File: config.mk
export PLATFORM = sky130hd
export DESIGN_NAME = serial_port_modes_zero_one
export DESIGN_NICKNAME = d
export VERILOG_FILES = /design/src/design/serial_pkg.sv /design/src/design/pin_sync.sv /design/src/design/serial_port_modes_zero_one.sv
export SDC_FILE = /design/constraint.sdc
export NUM_CORES = 1
export LEC_CHECK = 0
export BUFFER_PORTS_ARGS = -buffer_cell sky130_fd_sc_hd__clkbuf_2
export CAP_MARGIN = 15
export CORE_MARGIN = 10
export CORE_UTILIZATION = 40
export DETAILED_ROUTE_END_ITERATION = 16
export PLACE_DENSITY_LB_ADDON = 0.3
export SETUP_SLACK_MARGIN = 0.5
export SLEW_MARGIN = 5
export SYNTH_ARGS = -nofsm -noshare
export SYNTH_HDL_FRONTEND = slang
export SYNTH_SLANG_ARGS = --single-unit
File: constraint.sdc
create_clock -name CLK -period 1.8 [get_ports CLK]
set_input_delay 0.27 -clock CLK [delete_from_list [all_inputs] [get_ports CLK]]
set_output_delay 0.27 -clock CLK [all_outputs]
set_load 0.01 [all_outputs]
File: src/design/serial_pkg.sv
package serial_pkg;

  // register map, byte addresses on a 3-bit port
  localparam logic [2:0] ADDR_CONTROL = 3'h0;
  localparam logic [2:0] ADDR_STATUS  = 3'h1;
  localparam logic [2:0] ADDR_CLEAR   = 3'h2;
  localparam logic [2:0] ADDR_ENABLE  = 3'h3;
  localparam logic [2:0] ADDR_BUFFER  = 3'h4;

  // control register fields
  localparam int unsigned CTRL_MODE1  = 6;
  localparam int unsigned CTRL_OPTION = 5;
  localparam int unsigned CTRL_RX_EN  = 4;
  localparam int unsigned CTRL_DOUBLE = 3;
  localparam int unsigned CTRL_NINTH  = 2;

  // status, clear and enable share this layout
  localparam int unsigned ST_TX = 1;
  localparam int unsigned ST_RX = 0;
  localparam logic [1:0]  FLAGS_NONE = 2'h0;

  localparam logic [7:0] BYTE_ZERO = 8'h00;
  localparam logic       LINE_IDLE = 1'b1;
  localparam logic       START_BIT = 1'b0;
  localparam logic       STOP_BIT  = 1'b1;

  // mode 0 shift clock, in oscillator periods (one CLK each)
  localparam logic [3:0] M0_SLOW_LEAD   = 4'h3;
  localparam logic [3:0] M0_SLOW_LOW    = 4'h6;
  localparam logic [3:0] M0_SLOW_PERIOD = 4'hc;
  localparam logic [3:0] M0_FAST_LEAD   = 4'h1;
  localparam logic [3:0] M0_FAST_LOW    = 4'h2;
  localparam logic [3:0] M0_FAST_PERIOD = 4'h4;
  localparam logic [2:0] M0_LAST_BIT    = 3'h7;
  // pin flop plus two synchroniser flops
  localparam int unsigned PIN_LAG       = 3;

  // mode 1 divide-by-16 and vote slices
  localparam logic [3:0] DIV16_LAST  = 4'hf;
  localparam logic [3:0] VOTE_FIRST  = 4'h7;
  localparam logic [3:0] VOTE_SECOND = 4'h8;
  localparam logic [3:0] VOTE_THIRD  = 4'h9;
  localparam logic [3:0] M1_LAST_BIT = 4'h9;

  typedef struct packed {
    logic [2:0] addr;
    logic [7:0] wdata;
    logic       wr;
    logic       rd;
  } bus_req_t;

  typedef struct packed {
    logic mode1;
    logic option;
    logic rx_en;
    logic double_rate;
  } ctrl_t;

  typedef enum logic [2:0] {
    M0_IDLE = 3'b001,
    M0_TX   = 3'b010,
    M0_RX   = 3'b100
  } m0_state_t;

  typedef enum logic [1:0] {
    TX1_IDLE = 2'b01,
    TX1_SEND = 2'b10
  } tx1_state_t;

  typedef enum logic [1:0] {
    RX1_HUNT  = 2'b01,
    RX1_FRAME = 2'b10
  } rx1_state_t;

  function automatic logic majority3(input logic a,
                                     input logic b,
                                     input logic c);
    majority3 = (a & b) | (a & c) | (b & c);
  endfunction

endpackage

File: src/design/pin_sync.sv
`timescale 1ns/100ps
`default_nettype none

module pin_sync
(
  input  wire logic clk,
  input  wire logic reset_n,
  input  wire logic pin,
  output logic      level
);

  logic meta;

  // idle serial line is high, so both stages reset high
  always_ff @(posedge clk or negedge reset_n)
  begin
    if (!reset_n)
    begin
      meta  <= 1'b1;
      level <= 1'b1;
    end
    else
    begin
      meta  <= pin;
      level <= meta;
    end
  end

endmodule

`default_nettype wire

File: src/design/serial_port_modes_zero_one.sv
// Design decisions made here: strobed register access and the address map.
`timescale 1ns/100ps
`default_nettype none

module serial_port_modes_zero_one
  import serial_pkg::*;
(
  input  wire logic       CLK,
  input  wire logic       RESET_N,
  input  wire logic [2:0] ADDR,
  input  wire logic [7:0] WDATA,
  input  wire logic       WR,
  input  wire logic       RD,
  input  wire logic       TIMER1_OVF,
  input  wire logic       RXD_IN,
  output logic      [7:0] RDATA,
  output logic            TXD,
  output logic            RXD_OUT,
  output logic            RXD_OE_N,
  output logic            IRQ
);

  bus_req_t   req;
  ctrl_t      ctrl;
  m0_state_t  m0_state;
  tx1_state_t tx1_state;
  rx1_state_t rx1_state;

  logic [1:0]       status;
  logic [1:0]       enable;
  logic [1:0]       set_mask;
  logic [1:0]       clear_mask;
  logic             ninth;
  logic [7:0]       tx_reg;
  logic [7:0]       rx_buf;
  logic             rxd_sync;
  logic             wr_buffer;

  logic [3:0]       m0_cnt;
  logic [3:0]       next_m0_cnt;
  logic [3:0]       m0_lead;
  logic [3:0]       m0_low;
  logic [3:0]       m0_period;
  logic [2:0]       m0_bit;
  logic [7:0]       m0_shift;
  logic             m0_end_bit;
  logic             m0_data;
  logic             sclk;
  logic             m0_rise;
  logic [PIN_LAG-1:0] rise_dly;
  logic [2:0]       m0_rx_cnt;
  logic [7:0]       m0_rx_shift;
  logic             m0_tx_done;
  logic             m0_rx_done;

  logic             half;
  logic             tick;
  logic [3:0]       tx_div;
  logic             roll;
  logic [9:0]       tx_frame;
  logic [3:0]       tx_idx;
  logic             tx_line;
  logic             m1_tx_done;

  logic [3:0]       rx_div;
  logic [3:0]       rx_idx;
  logic [1:0]       votes;
  logic             rx_prev;
  logic             rx_bit;
  logic             rx_decide;
  logic [7:0]       m1_rx_shift;
  logic             m1_rx_done;

  assign req = {ADDR, WDATA, WR, RD};
  assign wr_buffer = req.wr && (req.addr == ADDR_BUFFER);

  pin_sync u_rxd_sync
  (
    .clk     (CLK),
    .reset_n (RESET_N),
    .pin     (RXD_IN),
    .level   (rxd_sync)
  );

  // software registers
  always_ff @(posedge CLK or negedge RESET_N)
  begin
    if (!RESET_N)
    begin
      ctrl   <= '0;
      enable <= FLAGS_NONE;
    end
    else if (req.wr && req.addr == ADDR_CONTROL)
    begin
      ctrl.mode1       <= req.wdata[CTRL_MODE1];
      ctrl.option      <= req.wdata[CTRL_OPTION];
      ctrl.rx_en       <= req.wdata[CTRL_RX_EN];
      ctrl.double_rate <= req.wdata[CTRL_DOUBLE];
    end
    else if (req.wr && req.addr == ADDR_ENABLE)
    begin
      enable <= req.wdata[1:0];
    end
  end

  // transmit register is write-only; reads of the address see rx_buf
  always_ff @(posedge CLK or negedge RESET_N)
  begin
    if (!RESET_N)
      tx_reg <= BYTE_ZERO;
    else if (wr_buffer)
      tx_reg <= req.wdata;
  end

  // sticky flags: a hardware set in the clearing cycle survives
  always_comb
  begin
    set_mask          = FLAGS_NONE;
    set_mask[ST_TX]   = m0_tx_done | m1_tx_done;
    set_mask[ST_RX]   = m0_rx_done | m1_rx_done;
    clear_mask        = FLAGS_NONE;
    if (req.wr && req.addr == ADDR_CLEAR)
      clear_mask = req.wdata[1:0];
  end

  always_ff @(posedge CLK or negedge RESET_N)
  begin
    if (!RESET_N)
      status <= FLAGS_NONE;
    else
      status <= (status & ~clear_mask) | set_mask;
  end

  always_ff @(posedge CLK or negedge RESET_N)
  begin
    if (!RESET_N)
      IRQ <= 1'b0;
    else
      IRQ <= |(status & enable);
  end

  always_ff @(posedge CLK or negedge RESET_N)
  begin
    if (!RESET_N)
      RDATA <= BYTE_ZERO;
    else if (req.rd)
    begin
      unique case (req.addr)
        ADDR_CONTROL: RDATA <= {1'b0, ctrl.mode1, ctrl.option, ctrl.rx_en,
                                ctrl.double_rate, ninth, status};
        ADDR_STATUS:  RDATA <= {6'h00, status};
        ADDR_ENABLE:  RDATA <= {6'h00, enable};
        ADDR_BUFFER:  RDATA <= rx_buf;
        default:      RDATA <= BYTE_ZERO;
      endcase
    end
    else
      RDATA <= BYTE_ZERO;
  end

  // mode 0 shift clock shape
  always_comb
  begin
    m0_lead   = ctrl.option ? M0_FAST_LEAD : M0_SLOW_LEAD;
    m0_low    = ctrl.option ? M0_FAST_LOW : M0_SLOW_LOW;
    m0_period = ctrl.option ? M0_FAST_PERIOD : M0_SLOW_PERIOD;
  end

  assign m0_end_bit  = (m0_cnt == m0_period - 4'h1);
  assign next_m0_cnt = m0_end_bit ? 4'h0 : m0_cnt + 4'h1;
  assign m0_rise     = (m0_state == M0_RX)
                       && (next_m0_cnt == m0_lead + m0_low);
  assign m0_tx_done  = (m0_state == M0_TX) && m0_end_bit
                       && (m0_bit == M0_LAST_BIT);

  always_ff @(posedge CLK or negedge RESET_N)
  begin
    if (!RESET_N)
    begin
      m0_state <= M0_IDLE;
      m0_cnt   <= 4'h0;
      m0_bit   <= 3'h0;
      m0_shift <= BYTE_ZERO;
      m0_data  <= LINE_IDLE;
      sclk     <= LINE_IDLE;
    end
    else
    begin
      unique case (m0_state)
        M0_IDLE:
        begin
          m0_cnt  <= 4'h0;
          m0_bit  <= 3'h0;
          sclk    <= LINE_IDLE;
          m0_data <= LINE_IDLE;
          if (!ctrl.mode1 && wr_buffer)
          begin
            m0_state <= M0_TX;
            m0_shift <= req.wdata;
            m0_data  <= req.wdata[0];
          end
          // a late sample of the last frame must land before restarting
          else if (!ctrl.mode1 && ctrl.rx_en && !status[ST_RX]
                   && rise_dly == '0)
            m0_state <= M0_RX;
        end
        M0_TX, M0_RX:
        begin
          m0_cnt <= next_m0_cnt;
          sclk   <= !(next_m0_cnt >= m0_lead
                      && next_m0_cnt < m0_lead + m0_low);
          if (ctrl.mode1)
            m0_state <= M0_IDLE;
          else if (m0_end_bit)
          begin
            m0_bit <= m0_bit + 3'h1;
            if (m0_bit == M0_LAST_BIT)
              m0_state <= M0_IDLE;
            else if (m0_state == M0_TX)
            begin
              m0_shift <= {1'b0, m0_shift[7:1]};
              m0_data  <= m0_shift[1];
            end
          end
        end
      endcase
    end
  end

  // sample where the rise is seen back at the pin, past pin and sync flops
  always_ff @(posedge CLK or negedge RESET_N)
  begin
    if (!RESET_N)
    begin
      rise_dly    <= '0;
      m0_rx_cnt   <= 3'h0;
      m0_rx_shift <= BYTE_ZERO;
    end
    else
    begin
      rise_dly <= {rise_dly[PIN_LAG-2:0], m0_rise};
      if (rise_dly[PIN_LAG-1])
      begin
        m0_rx_shift <= {rxd_sync, m0_rx_shift[7:1]};
        m0_rx_cnt   <= m0_rx_cnt + 3'h1;
      end
    end
  end

  assign m0_rx_done = rise_dly[PIN_LAG-1] && (m0_rx_cnt == M0_LAST_BIT);

  // mode 1 sample tick: timer overflow, halved unless double rate
  always_ff @(posedge CLK or negedge RESET_N)
  begin
    if (!RESET_N)
      half <= 1'b0;
    else if (TIMER1_OVF)
      half <= ~half;
  end

  assign tick = TIMER1_OVF && (ctrl.double_rate || half);

  always_ff @(posedge CLK or negedge RESET_N)
  begin
    if (!RESET_N)
      tx_div <= 4'h0;
    else if (tick)
      tx_div <= tx_div + 4'h1;
  end

  assign roll       = tick && (tx_div == DIV16_LAST);
  assign m1_tx_done = (tx1_state == TX1_SEND) && roll
                      && (tx_idx == M1_LAST_BIT);

  always_ff @(posedge CLK or negedge RESET_N)
  begin
    if (!RESET_N)
    begin
      tx1_state <= TX1_IDLE;
      tx_frame  <= '1;
      tx_idx    <= 4'h0;
      tx_line   <= LINE_IDLE;
    end
    else
    begin
      unique case (tx1_state)
        TX1_IDLE:
        begin
          if (ctrl.mode1 && wr_buffer)
          begin
            tx1_state <= TX1_SEND;
            tx_frame  <= {STOP_BIT, req.wdata, START_BIT};
            tx_idx    <= 4'h0;
          end
        end
        TX1_SEND:
        begin
          if (!ctrl.mode1)
          begin
            tx1_state <= TX1_IDLE;
            tx_line   <= LINE_IDLE;
          end
          else if (roll)
          begin
            tx_line  <= tx_frame[0];
            tx_frame <= {LINE_IDLE, tx_frame[9:1]};
            tx_idx   <= tx_idx + 4'h1;
            if (tx_idx == M1_LAST_BIT)
              tx1_state <= TX1_IDLE;
          end
        end
      endcase
    end
  end

  assign rx_decide = (rx1_state == RX1_FRAME) && tick
                     && (rx_div == VOTE_THIRD);
  assign rx_bit    = majority3(votes[0], votes[1], rxd_sync);
  assign m1_rx_done = rx_decide && (rx_idx == M1_LAST_BIT)
                      && !status[ST_RX]
                      && (!ctrl.option || rx_bit);

  always_ff @(posedge CLK or negedge RESET_N)
  begin
    if (!RESET_N)
    begin
      rx1_state   <= RX1_HUNT;
      rx_div      <= 4'h0;
      rx_idx      <= 4'h0;
      votes       <= 2'h0;
      rx_prev     <= LINE_IDLE;
      m1_rx_shift <= BYTE_ZERO;
    end
    else if (!ctrl.mode1 || !ctrl.rx_en)
    begin
      rx1_state <= RX1_HUNT;
      rx_prev   <= LINE_IDLE;
    end
    else if (tick)
    begin
      unique case (rx1_state)
        RX1_HUNT:
        begin
          rx_prev <= rxd_sync;
          if (rx_prev && !rxd_sync)
          begin
            rx1_state <= RX1_FRAME;
            rx_div    <= 4'h0;
            rx_idx    <= 4'h0;
          end
        end
        RX1_FRAME:
        begin
          rx_div <= rx_div + 4'h1;
          if (rx_div == VOTE_FIRST)
            votes[0] <= rxd_sync;
          if (rx_div == VOTE_SECOND)
            votes[1] <= rxd_sync;
          if (rx_div == VOTE_THIRD)
          begin
            rx_idx <= rx_idx + 4'h1;
            if (rx_idx == 4'h0 && rx_bit != START_BIT)
            begin
              rx1_state <= RX1_HUNT;
              rx_prev   <= rxd_sync;
            end
            else if (rx_idx == M1_LAST_BIT)
            begin
              // mid stop bit: hunt again, line seen as it is now
              rx1_state <= RX1_HUNT;
              rx_prev   <= rxd_sync;
            end
            else if (rx_idx != 4'h0)
              m1_rx_shift <= {rx_bit, m1_rx_shift[7:1]};
          end
        end
      endcase
    end
  end

  // receive buffer and ninth bit
  always_ff @(posedge CLK or negedge RESET_N)
  begin
    if (!RESET_N)
    begin
      rx_buf <= BYTE_ZERO;
      ninth  <= 1'b0;
    end
    else if (m0_rx_done)
      rx_buf <= {rxd_sync, m0_rx_shift[7:1]};
    else if (m1_rx_done)
    begin
      rx_buf <= m1_rx_shift;
      ninth  <= rx_bit;
    end
  end

  // pins: mode 0 drives data on RXD and the shift clock on TXD
  always_ff @(posedge CLK or negedge RESET_N)
  begin
    if (!RESET_N)
    begin
      TXD      <= LINE_IDLE;
      RXD_OUT  <= LINE_IDLE;
      RXD_OE_N <= 1'b1;
    end
    else
    begin
      TXD      <= ctrl.mode1 ? tx_line : sclk;
      RXD_OUT  <= m0_data;
      RXD_OE_N <= !(m0_state == M0_TX);
    end
  end

endmodule

`default_nettype wire

# == After elaboration in Yosys (flattened, before gate mapping) ==
# Index checks and enable logic that the tools add are counted.
# word_totals
in_bits,17
out_inout_bits,12
reg_bits,108
# classes
muxes,65
reduce_logical,59
addsub,9
magnitude_cmp,2
n_eq_ne,40
n_bitwise,17
# ops
op,count
two-way mux 8 bit,8
case mux 4 bit (2 select lines),4
case mux 8 bit (4 select lines),1
two-way mux 10 bit,3
two-way mux 4 bit,7
logical AND 1 bit,25
two-way mux 2 bit,12
two-way mux 3 bit,8
adder 4 x 1 -> 4 bit (second input constant),5
equality test 4 bit (second input constant),5
case mux 10 bit (2 select lines),1
AND reduction 4 bit,5
!= test 2 bit (second input constant),9
case mux 8 bit (2 select lines),1
!= test 3 bit (second input constant),5
AND reduction 3 bit,5
two-way mux 1 bit,13
equality test 3 bit (second input constant),4
case mux 3 bit (2 select lines),2
equality test 3 x 2 -> 1 bit (second input constant),3
equality test 4 bit,2
case mux 2 bit (2 select lines),2
AND reduction 2 bit,4
logical NOT 1 bit,7
28 further kinds,51

# == Depth between registers and ports, before layout ==
# depth
ltp_word,9
mapped_depth,7

# == Modules after synthesis ==
# A second synthesis with hierarchy kept.
# hier_totals
cells_unflattened,441
hier_area_um2,5083.6
# by_module_without_submodules
module,instances,seq_area_each_um2,area_per_inst_um2,cells_each
serial_port_modes_zero_one,1,2601.2,5031.1,439
pin_sync,1,52.6,52.6,2

# == Worst setup path before layout ==
# No wires, ideal clock.
# synth_path
path_kind,reg2reg
from,reg m0_bit[0]
to,reg m0_shift[1]
arrival_ns,1.885
stages_incl_launch_ff,7
required_ns,1.675
synth_period_minus_slack_ns,2.010
path_slack_ns,-0.210
path_buffers,0
cell_sequence,dfrtp_1 > ha_1 > ha_1 > nor4b_2 > nand2_1 > a221o_4 > mux2_4
# synth_via
elab_chain_len,3
# synth_lines
element,line,text
start: declaration,serial_port_modes_zero_one.sv:44,logic [2:0] m0_bit;
start signal: assignment,serial_port_modes_zero_one.sv:216,m0_bit <= m0_bit + 3'h1;
equality test 3 bit,serial_port_modes_zero_one.sv:217,if (m0_bit == M0_LAST_BIT)
!= test 2 bit (no source line),n/a,
AND reduction 5 bit (no source line),n/a,
end signal: assignment,serial_port_modes_zero_one.sv:199,m0_shift <= req.wdata;
end signal: assignment,serial_port_modes_zero_one.sv:221,"m0_shift <= {1'b0, m0_shift[7:1]};"
end: declaration,serial_port_modes_zero_one.sv:45,logic [7:0] m0_shift;
# No other way between the ends.
# A chain may end at the register's enable or synchronous reset.

# == Worst setup path after layout ==
# layout_path
from,reg m0_bit[1]
to,reg m0_shift[6]
# Same word-level chain as after synthesis.

==> results.json <==
{
  "synth.avg_cell_area_sq_um": 11.0,
  "grtUsageTotal": 0.149,
  "die_w_um": 134,
  "dieArea_sq_mm": 0.0180,
  "clkLatencyLatePin_ns": 0.35,
  "root_buffer": "clkbuf_16",
  "grt_pass1_wl_um": 21800,
  "regToRegEndpoint": "m0_shift[6]",
  "tightest_slew_ns": 0.444,
  "pwr-share-seq": 0.372,
  "crit_type": "flip-flop to flip-flop",
  "met1_length_um": 5830,
  "switching_share": 0.319,
  "grt_overflow_total": 0,
  "r2r-start": "m0_bit[1]",
  "synthTopCellsByArea": "dfrtp_1 40%, dfstp_2 11%, mux2_2 9.5%",
  "ant_nets": 0,
  "power_density_mw_per_mm2": 1230,
  "numPortBuffers": 28,
  "reg2reg_depth": 6,
  "htreeDepth": 3,
  "slew_headroom": 0.700,
  "gp_congestion": 0.875,
  "ys.flop_type": "dfrtp_1",
  "wl_um": 13300,
  "route.met2.wl_um": 6650,
  "r2r_setup_slack_ns": -0.17,
  "grt_pass1_vias": 4294,
  "ys_ff_latch": 105,
  "initial_core_util": 0.410,
  "placed_cells": 686,
  "placed_cell_area_sq_mm": 0.00609,
  "slew_viol_final": 0,
  "switchingPower_uw": 2970,
  "hold_slack_ns": 0.146,
  "setup_slack_ns": -0.166,
  "critPathCapture": "m0_shift[6]",
  "final_common_cell": "dfrtp_1",
  "cp-end-kind": "flip-flop",
  "drv_cap": 0,
  "drtPass1Iterations": 4,
  "nets": 612,
  "synth_top_cell_area_share": 0.404,
  "fin_crit_sh": 1.09,
  "cp-startpoint": "m0_bit[1]",
  "yosysSeqAreaShare": 0.510,
  "coreArea_sq_mm": 0.0127,
  "antenna_found_initial": 1,
  "drc": 0,
  "drt_iter0_drc": 280,
  "fp.dieH_um": 134,
  "fin_worst_skew_ns": 0.00700,
  "finalNonFillerCells": 757,
  "ios": 29,
  "power.internal_uw": 6330,
  "synthToLayoutAreaGrowth_pct": 44.8,
  "synth-edff-count": 0,
  "via_count": 4062,
  "layout-drive-gt1-share": 0.564,
  "place_ws_ns": -0.203,
  "power_frac_comb": 0.395,
  "pwr-share-clk": 0.233,
  "avgViaCountPerCell": 5.37,
  "syn_nets": 504,
  "cp_max_fo": 6,
  "mostFrequentLayoutCells": "80 x dfrtp_1, 52 x buf_4, 30 x nor2_1, 28 x mux2_2, 28 x buf_6",
  "max_freq_mhz": 509,
  "yosys.area.top_type": "dfrtp_1",
  "wl_per_cell_um": 17.5,
  "path_clk_slew_ns": 0.07,
  "setup_viol": 6,
  "fin_area_sq_mm": 0.00753,
  "wl_met3_um": 484,
  "rsz0062_at_grt": "yes",
  "path_cells": "ha_2 -> ha_4 -> nor4b_4 -> nand2_2 -> a221o_4 -> mux2_4",
  "violations": "negative setup slack",
  "period_minus_slack_ns": 1.97,
  "dp_hpwl_um": 8390,
  "tritoncts": "built",
  "synthArstFlopShare": 1.00,
  "clockBufferDepth": 2,
  "critPathMaxStageDelay_ns": 0.43,
  "synth_cell_types": 60,
  "num_antenna_cells": 0,
  "crit_required_ns": 2.04,
  "rows": 41,
  "numCtsBuffers": 9,
  "syn_area_sq_mm": 0.00520,
  "hold_violations": 0,
  "min_path_type": "input port to flip-flop",
  "irDropWorstVdd_v": 0.000708,
  "synth_cells": 472,
  "cts.sinks": 105,
  "p_leak_uw": 0.00321,
  "cp-start-kind": "flip-flop",
  "outcome": "complete, but fails checks",
  "routed.top_layer": "met5",
  "critPathSlowestCell": "a221o_4",
  "arrival_ns": 2.20,
  "grt_max_degree": 46,
  "ys_warn_count": 0
}
[metrics by stage]
| stage | util | total power [uW] | setup TNS [ns] |
|---|---|---|---|
| finish | 0.594 | 9300 | -0.977 |
| global route | 0.594 | 9740 | -1.36 |
| CTS | 0.571 | 9030 | -0.987 |
| detailed placement | 0.481 | 6180 | -1.20 |
| global placement | 0.481 | 6080 | -0.979 |
| floorplan | - | 5480 | -0.669 |
[power by group through the flow]
stage	Sequential [uW]	Combinational, uW	Clock [uW]
6_report	3450	3680	2170
5_1_grt	3520	3940	2270
2_1_floorplan	3340	2150	0
3_3_place_gp	3430	2650	0
4_1_cts	3430	3430	2180
3_5_place_dp	3450	2730	0
[per-layer routing]
layer,global-route usage,vias to the layer above
met2,0.249,77
met5,0,-
li1,-,1911
met3,0.0306,23
met4,0.0605,2
met1,0.182,2049
[repair_timing]
action / CTS / global route
gates resized for setup: 111 / 44
hold buffers: 2 / 0
cloned: 3 / 0
setup buffers: 38 / 12
pin swaps: 34 / 25
endpoints found under the setup margin: 65 / 68
endpoints found under the hold margin: 14 / 0
[synthesized netlist by cell type (3+ instances only)]
cell type	count
nor2b_1	8
xnor2_1	7
ha_1	15
nand4b_1	3
buf_2	5
clkbuf_1	10
nand2_1	30
inv_1	16
nand4_1	3
nand2b_1	10
dfrtp_1	84
xor2_1	4
o21ai_0	31
nand3_1	7
mux2_2	44
or3_1	3
nor3_1	7
a31oi_1	11
and3_1	10
nor2_1	36
dfstp_2	21
and2_1	10
a21oi_1	24
nand3b_1	3
mux2i_1	10
buf_1	3
mux2_4	6
o31ai_1	8
[registers in the layout, indices dropped and copies added, names as in the netlist, 4 cells and up]
register,flops
RDATA,8
ctrl,4
m0_cnt,4
m0_rx_shift,7
m0_shift,7
m1_rx_shift,8
rx_buf,8
rx_div,4
rx_idx,4
tx_div,4
tx_frame,9
tx_idx,4
[worst min path at each step]
stage | start | end | slack (ns) | depth (start not counted)
2_1_floorplan | RESET_N | IRQ | -0.03 | 0
3_3_place_gp | RESET_N | rx_div[0] | 0.21 | 1
5_1_grt | TIMER1_OVF | half | 0.16 | 2
3_5_place_dp | RESET_N | rx_div[0] | 0.21 | 1
6_report | TIMER1_OVF | half | 0.15 | 2
4_1_cts | TIMER1_OVF | half | 0.13 | 2
[worst max-delay path, delay by kind of cell, from the launching register on]
| family | cells | cell delay, ns |
|---|---|---|
| AOI/OAI and AO/OA | 1 | 0.43 |
| adders and majority gates | 2 | 0.37 |
| DFF | 1 | 0.39 |
| muxes | 1 | 0.31 |
| and+or+nand+nor | 2 | 0.34 |
[area by class of cell]
cell class                 count  area (sq um)
fill                         976          5140
multi-input combinational    332          3260
sequential                   105          2660
timing repair buffer         116          1000
clock buffer                  10           239
tap                          172           215
clock inverter                 6          90.1
inverter                      16          66.3
[cells by family after synthesis]
kind of cell	share of synthesized area
AOI/OAI and AO/OA	0.121
adders and majority gates	0.0399
muxes	0.132
DFF	0.510
and+or+nand+nor	0.150
buffers and inverters	0.0286
xor gates and xnor gates	0.0185
No activity file was read; power rests on OpenSTA's default activity.
